File: src/include/slf_regs.svh
`ifndef SLF_REGS_SVH
`define SLF_REGS_SVH

// ***********************************************
// Management register offsets (byte addresses).
// ***********************************************
`define SLF_INDIRECT_ADDRESS_OFS 16'h7200
`define SLF_INDIRECT_DATA_OFS 16'h7206

// ***********************************************
// Indirect SGMII register numbers.
// ***********************************************
`define SLF_PCS_CONTROL_NUM 32'h001f0000
`define SLF_AUTONEG_STATUS_NUM 32'h001f8002

// ***********************************************
// Field positions.
// ***********************************************
`define SLF_CTL_SPEED_LSB 13
`define SLF_CTL_DUPLEX 8
`define SLF_CTL_SPEED_MSB 6
`define SLF_CTL_RESET 15
`define SLF_STS_AN_DONE 0
`define SLF_STS_LINK 1
`define SLF_STS_SPEED_LSB 2
`define SLF_STS_SPEED_MSB 3
`define SLF_STS_DUPLEX 4

// ***********************************************
// Reset values and speed codes.
// ***********************************************
`define SLF_PCS_CONTROL_RST 16'h1140
`define SLF_INDIRECT_ADDRESS_RST 32'h00000000
`define SLF_SPEED_1000 2'h2
`define SLF_SPEED_100 2'h1
`define SLF_SPEED_10 2'h0

`endif

File: src/include/slf_pkg.sv
package slf_pkg;

  // Link conditions seen by the SGMII auto-negotiation receiver.
  typedef struct packed {
    logic an_done;
    logic link_up;
    logic [1:0] speed;
    logic full_duplex;
  } slf_link_s;

  // Settings applied to the port's PCS and gigabit MAC.
  typedef struct packed {
    logic [1:0] speed;
    logic full_duplex;
    logic pcs_reset;
  } slf_mac_cfg_s;

  // Register port request.
  typedef struct packed {
    logic wr;
    logic rd;
    logic wide;
    logic [15:0] addr;
    logic [31:0] wdata;
  } slf_req_s;

endpackage : slf_pkg

File: src/design/slf_link_forward.sv
`timescale 1ns/1ps
`include "slf_regs.svh"
module slf_link_forward
  import slf_pkg::*;
(
  input wire logic clk,
  input wire logic rst_n,
  input wire logic ce,
  input wire logic phy_mode,
  input wire slf_req_s req,
  output logic ack,
  output logic [31:0] rdata,
  input wire slf_link_s link,
  output slf_mac_cfg_s mac_cfg,
  output logic an_done_evt
);

  // ***********************************************
  // Register storage.
  // ***********************************************
  logic [31:0] indirect_address;
  logic [15:0] pcs_control;
  logic an_done_q;

  // ***********************************************
  // Decoding and status word assembly.
  // ***********************************************
  function automatic logic hit(input logic [15:0] a, input logic [15:0] ofs);
    return a == ofs;
  endfunction : hit

  function automatic logic [1:0] ctl_speed(input logic [15:0] c);
    return {c[`SLF_CTL_SPEED_MSB], c[`SLF_CTL_SPEED_LSB]};
  endfunction : ctl_speed

  logic [15:0] status_word;
  logic [1:0] rep_speed;
  logic addr_wr;
  logic data_wr;
  logic data_rd;
  logic ctl_sel;
  logic sts_sel;

  // In PHY mode this end sets the rate, so the status speed field shows its own setting.
  assign rep_speed = phy_mode ? ctl_speed(pcs_control) : link.speed;

  always_comb begin
    status_word = 16'h0000;
    status_word[`SLF_STS_AN_DONE] = link.an_done;
    status_word[`SLF_STS_LINK] = link.link_up;
    status_word[`SLF_STS_SPEED_MSB:`SLF_STS_SPEED_LSB] = rep_speed;
    status_word[`SLF_STS_DUPLEX] = link.full_duplex;
  end

  assign addr_wr = ce && req.wr && req.wide && hit(req.addr, `SLF_INDIRECT_ADDRESS_OFS);
  assign data_wr = ce && req.wr && !req.wide && hit(req.addr, `SLF_INDIRECT_DATA_OFS);
  assign data_rd = ce && req.rd && hit(req.addr, `SLF_INDIRECT_DATA_OFS);
  assign ctl_sel = indirect_address == `SLF_PCS_CONTROL_NUM;
  assign sts_sel = indirect_address == `SLF_AUTONEG_STATUS_NUM;

  // ***********************************************
  // Indirect address register.
  // ***********************************************
  always_ff @(posedge clk or negedge rst_n) begin
    if (!rst_n) begin
      indirect_address <= `SLF_INDIRECT_ADDRESS_RST;
    end else if (addr_wr) begin
      indirect_address <= req.wdata;
    end
  end

  // ***********************************************
  // PCS control register, written by the master; the reset bit clears itself.
  // ***********************************************
  always_ff @(posedge clk or negedge rst_n) begin
    if (!rst_n) begin
      pcs_control <= `SLF_PCS_CONTROL_RST;
    end else if (data_wr && ctl_sel) begin
      pcs_control <= req.wdata[15:0];
    end else if (ce && pcs_control[`SLF_CTL_RESET]) begin
      pcs_control[`SLF_CTL_RESET] <= 1'b0;
    end
  end

  // ***********************************************
  // Outputs toward the PCS and MAC.
  // ***********************************************
  always_ff @(posedge clk or negedge rst_n) begin
    if (!rst_n) begin
      mac_cfg <= '{speed: `SLF_SPEED_1000, full_duplex: 1'b1, pcs_reset: 1'b0};
    end else if (ce) begin
      mac_cfg.speed <= ctl_speed(pcs_control);
      mac_cfg.full_duplex <= pcs_control[`SLF_CTL_DUPLEX];
      mac_cfg.pcs_reset <= pcs_control[`SLF_CTL_RESET];
    end
  end

  // ***********************************************
  // Auto-negotiation complete event.
  // ***********************************************
  always_ff @(posedge clk or negedge rst_n) begin
    if (!rst_n) begin
      an_done_q <= 1'b0;
      an_done_evt <= 1'b0;
    end else if (ce) begin
      an_done_q <= link.an_done;
      an_done_evt <= link.an_done && !an_done_q;
    end
  end

  // ***********************************************
  // Read data and acknowledge.
  // ***********************************************
  always_ff @(posedge clk or negedge rst_n) begin
    if (!rst_n) begin
      ack <= 1'b0;
      rdata <= 32'h00000000;
    end else if (ce) begin
      ack <= req.wr || req.rd;
      if (req.rd) begin
        if (hit(req.addr, `SLF_INDIRECT_ADDRESS_OFS)) begin
          rdata <= indirect_address;
        end else if (data_rd && ctl_sel) begin
          rdata <= {16'h0000, pcs_control};
        end else if (data_rd && sts_sel) begin
          rdata <= {16'h0000, status_word};
        end else begin
          rdata <= 32'h00000000;
        end
      end
    end
  end

endmodule : slf_link_forward

File: config.mk
export PLATFORM = sky130hd
export DESIGN_NAME = slf_link_forward
export DESIGN_NICKNAME = d
export VERILOG_FILES = /design/src/include/slf_pkg.sv /design/src/design/slf_link_forward.sv
export VERILOG_INCLUDE_DIRS = /design/src /design/src/include
export SDC_FILE = /design/constraint.sdc
export NUM_CORES = 1
export LEC_CHECK = 0
export ABC_AREA = 1
export BUFFER_PORTS_ARGS = -buffer_cell sky130_fd_sc_hd__buf_2
export CORE_ASPECT_RATIO = 0.7
export CORE_UTILIZATION = 49
export CTS_CLUSTER_DIAMETER = 120
export DETAILED_ROUTE_END_ITERATION = 10
export GPL_TIMING_DRIVEN = 0
export PLACE_DENSITY_LB_ADDON = 0.08
export SETUP_SLACK_MARGIN = 0.15
export SYNTH_ARGS = -nofsm -noshare
export SYNTH_HDL_FRONTEND = slang
export SYNTH_SLANG_ARGS = --single-unit
File: constraint.sdc
create_clock -name clk -period 1.3 [get_ports clk]
set_input_delay 0.065 -clock clk [delete_from_list [all_inputs] [get_ports clk]]
set_output_delay 0.065 -clock clk [all_outputs]
set_load 0.02 [all_outputs]
==> metrics, run 1 <==
initial antenna violation count 0; drt first pass iters 5; Final period util 122.7%; Cell Area, Synth approximately 4200 µm²; clock-pin transition on the worst setup and hold timing paths ~0.060 ns; failing checks negative setup slack; f_max 627.1 MHz; GP Congestion ~0.89; Initial DRC Count 232; Avg Inst Size Synth 8.646 µm²; RSZ-0062 raised after global routing yes; # DRC 0; cts bufs inserted 9; Unique masters post-synth 24; Most used DFF post-synth dfrtp_1; Leak Pwr roughly 3.1 nW; Commonest cells post-synth 184 x nand2_1, 82 x dfrtp_1, 48 x o21ai_2, 44 x inv_1, 33 x nand3_1; worst-skew pair later-pin latency ~0.34 ns; sequential-to-total area share from yosys stat 51.75%; core box area 8108 µm²; syn nets roughly 550; Placement Cell Area just under 5000 µm²; Post-synth EDFFs 0; clock buffer depth 2; Vias/cell just over 5; share of the synthesized area in the top cell type roughly half; Slew HR about three quarters; DPL Wire Length 7875 µm; Ys Warns 0; GRT Total Usage between 20% and 30%; Worst EP arrival approximately 1.8 ns; area delta synth->final 34.88%; pin slew with the least headroom to its limit 0.4005 ns; Worst path slowest cell dfrtp_1; CP max stage delay roughly 0.38 ns; total negative slack -7.584 ns; Antenna Diode Count 0; fin util a little over two thirds; Via Count approximately 3,800; initial cell density of the core a little over half; area leader, netlist dfrtp_1; fillers 642; layout cells sized above 1 between 40% and 50%; grt ovf 0; Worst Skew between 0.006 and 0.007 ns; vias in the first global route approximately 3,500; Hold WC Path Type input pin to register; total wire length about 11,000 µm; Power, Total 5.852 mW; largest cells by area after synthesis dfrtp_1 49%, nand2_1 16%, o21ai_2 10%; async set-reset flop share out of synthesis 100.0%; top-count cell post-synth nand2_1; peak supply drop about 0.56 mV; first-pass GRT wire length roughly 18,000 µm; crit path launch type register; Buf+Inv Stages, Crit Path 2; die width about 110 µm; Final Hold Vio Count 0; die height 79.64 µm; wire per inst 15.51 µm; Post-DRT Antenna Nets 0; pin count of the biggest net entering global routing between 60 and 70; R2R Setup Slk -0.29 ns; Clock Sinks 87; multiplexer area fraction after synthesis 0.5338%; post-layout minimum cycle time 1.595 ns; number of port buffers 96; Nets roughly 690; status complete, but fails checks; Synth Area in Simple Gates around a quarter; CP Max Fanout 6; Design Area, Final 5690 µm²; IO Pins between 90 and 100; largest family of logic cells by synthesized area simple AND/OR/NAND/NOR gates; CP Data Required Time about 1.5 ns; Final WS setup -0.2947 ns; dpl ws -0.2926 ns; WS Path Type register to register; fin. max-slew vios 0; Synth Instances 488; setup violators final 32; Root Buffer clkbuf_16; die area approximately 9000 µm²; area fraction in compound gates after synthesis about an eighth; adder-cell share of the synthesized area 0%; H-tree levels 3; CP Capture Type register; CP delay by family, top simple AND/OR/NAND/NOR gates; num rows 27; #FFs+latches synth 87; max-cap viol count 0; xor-xnor portion of the synthesized cell area 0%; Power Dens Cells about 1000 nW/µm²; CTS tree done; CP cell instances inv_1 -> nand3_1 -> nor2_1 -> nand2_2 -> nor2_4 -> nand2_4 -> clkbuf_16 -> nand2_1 -> o21ai_2
final timing paths:
kind	depth (start not counted)	to	startpoint
min in group asynchronous	2	rdata[1]$_DFFE_PN0P_	rst_n
hold reg to reg	2	mac_cfg[1]$_DFFE_PN1P_	mac_cfg[1]$_DFFE_PN1P_
hold / removal	3	pcs_control[4]$_DFFE_PN0P_	req[4]
max in group asynchronous	3	pcs_control[6]$_DFFE_PN1P_	rst_n
setup / recovery	9	pcs_control[3]$_DFFE_PN0P_	indirect_address[27]$_DFFE_PN0P_
setup reg to reg	9	pcs_control[3]$_DFFE_PN0P_	indirect_address[27]$_DFFE_PN0P_
worst min-delay path, cell delays in order:
cell and delay (ns):
buf_2 0.08, inv_1 0.05, o21ai_2 0.12
metal layers:
layer  part of all wire (%)  track usage [%]  vias to the layer above
met2                     44            40.12                      173
li1                       -                -                     1823
met3                    8.1            5.923                       15
met4                   0.95            4.211                        0
met5                      0                0                        -
met1                     47            38.93                     1794
sequential cells by signal, indices dropped and copies added (netlist names):
signal            count
ack                   1
indirect_address     32
an_done_q             1
an_done_evt           1
rdata                32
pcs_control          16
mac_cfg               4
area by class of cell:
class                      count  area [µm²]  share of cell area, %
multi-input combinational    333        1774                  31.18
clock inverter                 5       81.33                  1.429
clock buffer                  10       239.0                  4.200
buffer                        22       229.0                  4.024
tap                          101       126.4                  2.221
timing repair buffer         135       878.3                  15.44
sequential                    87        2188                  38.46
inverter                      46       173.9                  3.056
layout by cell type, fill, tap and decap left out, types with 19 or more instances in the layout:
| cell type | instances |
|---|---|
| nand2_1 | 174 |
| inv_1 | 43 |
| dlygate4sd3_1 | 19 |
| buf_2 | 100 |
| nand3_1 | 23 |
| nor2_1 | 19 |
| o21ai_2 | 48 |
| dfrtp_1 | 78 |
| buf_4 | 19 |
power by group:
part	internal, mW	switching (mW)	leakage, nW	total [mW]
clock network	1.73	1.05	0.155	2.78
logic	0.151	0.201	1.71	0.352
registers	2.72	0.00471	1.19	2.72
cell families after synthesis:
| logic type | Yosys count |
|---|---|
| AND/OR/NAND/NOR | 264 |
| flip-flops | 87 |
| buffers and inverters | 68 |
| AO/OA/AOI/OAI | 67 |
| multiplexers | 2 |
metrics by stage:
| stage | cells | hold WS (ns) |
|---|---|---|
| 2_1_floorplan | 488 | -0.2306 |
| 3_3_place_gp | 685 | 0.3125 |
| 3_5_place_dp | 686 | 0.02366 |
| 4_1_cts | 726 | 0.006635 |
| 5_1_grt | 739 | 0.01132 |
| 6_report | 739 | 0.005782 |
repair_timing:
item	CTS	global route
setup buffers	6	11
setup endpoints to repair	32	38
gates cloned	0	2
gates resized for setup	12	23
pin swaps	5	9
hold endpoints to repair	45	0
hold buffers	19	0
(Power assumes the default switching activity.)
==> inputs of run 2 (changes only) <==
==> constraint.sdc (replaced) <==
create_clock -name clk -period 1.4 [get_ports clk]
set_input_delay 0.07 -clock clk [delete_from_list [all_inputs] [get_ports clk]]
set_output_delay 0.07 -clock clk [all_outputs]
set_load 0.02 [all_outputs]
==> metrics, run 2 (synthesis results as in run 1) <==
die width 112.9 µm (unchanged); initial cell density of the core 52.04% (unchanged); H-tree levels 3 (unchanged); CP delay by family, top simple AND/OR/NAND/NOR gates; Slew HR 65.07% (-8.2 points); first-pass GRT wire length 18,040 µm (+1.9%); area delta synth->final 38.43%; IO Pins 98 (unchanged); f_max 639.7 MHz (+2.0%); biggest regs indirect_address: 32 flops, rdata: 32 flops, pcs_control: 16 flops; DPL Wire Length 7829 µm (-0.58%); CP dominant cell by count nand2_1; Final WS setup -0.1632 ns (+0.1315 ns); WS Path Type register to register; worst-skew pair later-pin latency 0.34 ns (about the same); Int Power 4.275 mW (-7.0%); die height 79.64 µm (unchanged); Power, Total 5.428 mW (-7.2%); Root Buffer clkbuf_16; RSZ-0062 raised after global routing yes; post-layout minimum cycle time 1.563 ns (-0.03150 ns); cts bufs inserted 9 (unchanged); CP Data Required Time 1.68 ns (+0.15 ns); # DRC 0 (unchanged); max-cap viol count 0 (unchanged); Final period util 111.7% (-11 points); GRT Total Usage 26.91% (+0.64 points); total wire length 11,590 µm (+1.1%); status complete, but fails checks; switching share of total power 21.24% (-0.22 points); most frequent cells in the layout 161 x nand2_1, 100 x buf_2, 78 x dfrtp_1; Power Dens Cells 929.4 nW/µm² (-9.6%); failing checks negative setup slack; num rows 27 (unchanged); Buf+Inv Stages, Crit Path 2 (unchanged); fillers 636 (-0.93%); pin slew with the least headroom to its limit 0.5239 ns (+0.1235 ns); Antenna Diode Count 0 (unchanged); most common cell after layout, fill and taps aside nand2_1; crit path launch type register; Leak Pwr 3.103 nW (+1.7%); number of port buffers 96 (unchanged); Worst Skew 0.005408 ns (-0.0009487 ns); Hold WS 0.002136 ns (-0.003646 ns); clock buffer depth 2 (unchanged); Layout Cells excl Fill 743 (+0.54%); CP Max Fanout 5 (-1); Placement Cell Area 4898 µm² (unchanged); GP Congestion 0.8958 (+0.25%); Psw 1.153 mW (-8.2%); fin. max-slew vios 0 (unchanged); wire per inst 15.60 µm (+0.53%); Worst EP arrival 1.84 ns (about the same); die area 8991 µm² (unchanged); layout cells sized above 1 42.99% (+2.4 points); initial antenna violation count 0 (unchanged); core box area 8108 µm² (unchanged); peak supply drop 0.5058 mV (-9.1%); CP Capture Type register; Vias/cell 5.122 (-0.51%); Nets 697 (+0.43%); Design Area, Final 5841 µm² (+2.6%); vias in the first global route 3,527 (+0.74%); Worst path slowest cell dfrtp_1; Reg power frac 46.6% (about the same); Clock Sinks 87 (unchanged); Post-DRT Antenna Nets 0 (unchanged); Combinational Power Share 6.0% (about the same); CTS tree done; clock share of power 47.4% (about the same); grt ovf 0 (unchanged); CP max stage delay 0.42 ns (+0.04 ns); clock-pin transition on the worst setup and hold timing paths 0.06 ns (about the same); Via Count 3,806 (+0.026%); DP Cell Count 686 (unchanged); Initial DRC Count 245 (+5.6%); pin count of the biggest net entering global routing 50 (-18%); setup violators final 32 (unchanged); CP cell instances nor2_2 -> nand3_1 -> nor2_1 -> nand2_2 -> nor2_4 -> buf_12 -> buf_16 -> nand3_2 -> nand2_1 -> nand2_1 -> nand2_1; Final Hold Vio Count 0 (unchanged); drt first pass iters 5 (unchanged); Hold WC Path Type input pin to register
## run 2: final timing paths
| path | start | slack [ns] | end | cells past startpoint |
|---|---|---|---|---|
| min | link[4] | 0.002 | an_done_q$_DFFE_PN0P_ | 3 |
| max reg2reg | indirect_address[25]$_DFFE_PN0P_ | -0.16 | rdata[6]$_DFFE_PN0P_ | 11 |
| max in group asynchronous | rst_n | 0.51 | indirect_address[30]$_DFFE_PN0P_ | 3 |
| min reg2reg | rdata[14]$_DFFE_PN0P_ | 0.46 | rdata[14]$_DFFE_PN0P_ | 2 |
| max | indirect_address[25]$_DFFE_PN0P_ | -0.16 | rdata[6]$_DFFE_PN0P_ | 11 |
| min in group asynchronous | rst_n | 0.25 | rdata[5]$_DFFE_PN0P_ | 2 |
## run 2: power groups by stage
stage          Clock [mW]  Sequential (mW)  Combinational (mW)
2_1_floorplan           0             2.58               0.104
3_3_place_gp            0             2.57               0.272
3_5_place_dp            0             2.57               0.289
4_1_cts              2.61             2.53               0.329
5_1_grt              2.73             2.53               0.364
6_report             2.57             2.53               0.327
## run 2: metrics by stage
stage / TNS, ns / setup WS (ns) / utilization [%]
after floorplan: 0 / 0.07570 / -
after global placement: -42.60 / -0.4879 / 60.05
after detailed placement: -3.576 / -0.2289 / 60.42
after CTS: -3.151 / -0.1297 / 68.70
after global routing: -6.926 / -0.2811 / 72.04
final: -4.198 / -0.1632 / 72.04
## run 2: timing repair
item	in CTS	in global routing
hold endpoints to repair	50	1
cloned	1	2
buffers inserted	14	5
gates resized for setup	9	56
pin swaps	13	13
endpoints found under the setup margin	32	32
hold buffers	18	1
## run 2: cell type report
cell class	count	area [µm²]	share of cell area [%]
repair buffers	138	930.9	15.94
well taps	101	126.4	2.164
multi-input cells	333	1859	31.83
plain buffers	22	237.7	4.070
clock buffers	11	242.7	4.156
clock inverters	5	81.33	1.392
inverters	46	173.9	2.978
flip-flops and latches	87	2188	37.47
## run 2: per-layer routing
metal	wire [µm]	up-vias	share of wire [%]	global-route usage, %
li1	-	1837	-	-
met1	5749	1824	50	40.42
met3	733	12	6.3	5.998
met4	149	0	1.3	8.421
met2	4955	133	43	38.52
met5	0	-	0	0
## run 2: worst min-delay path: cells and delay by family
family | cells | cell delay [ns]
simple gates | 2 | 0.13
buf+inv | 1 | 0.11
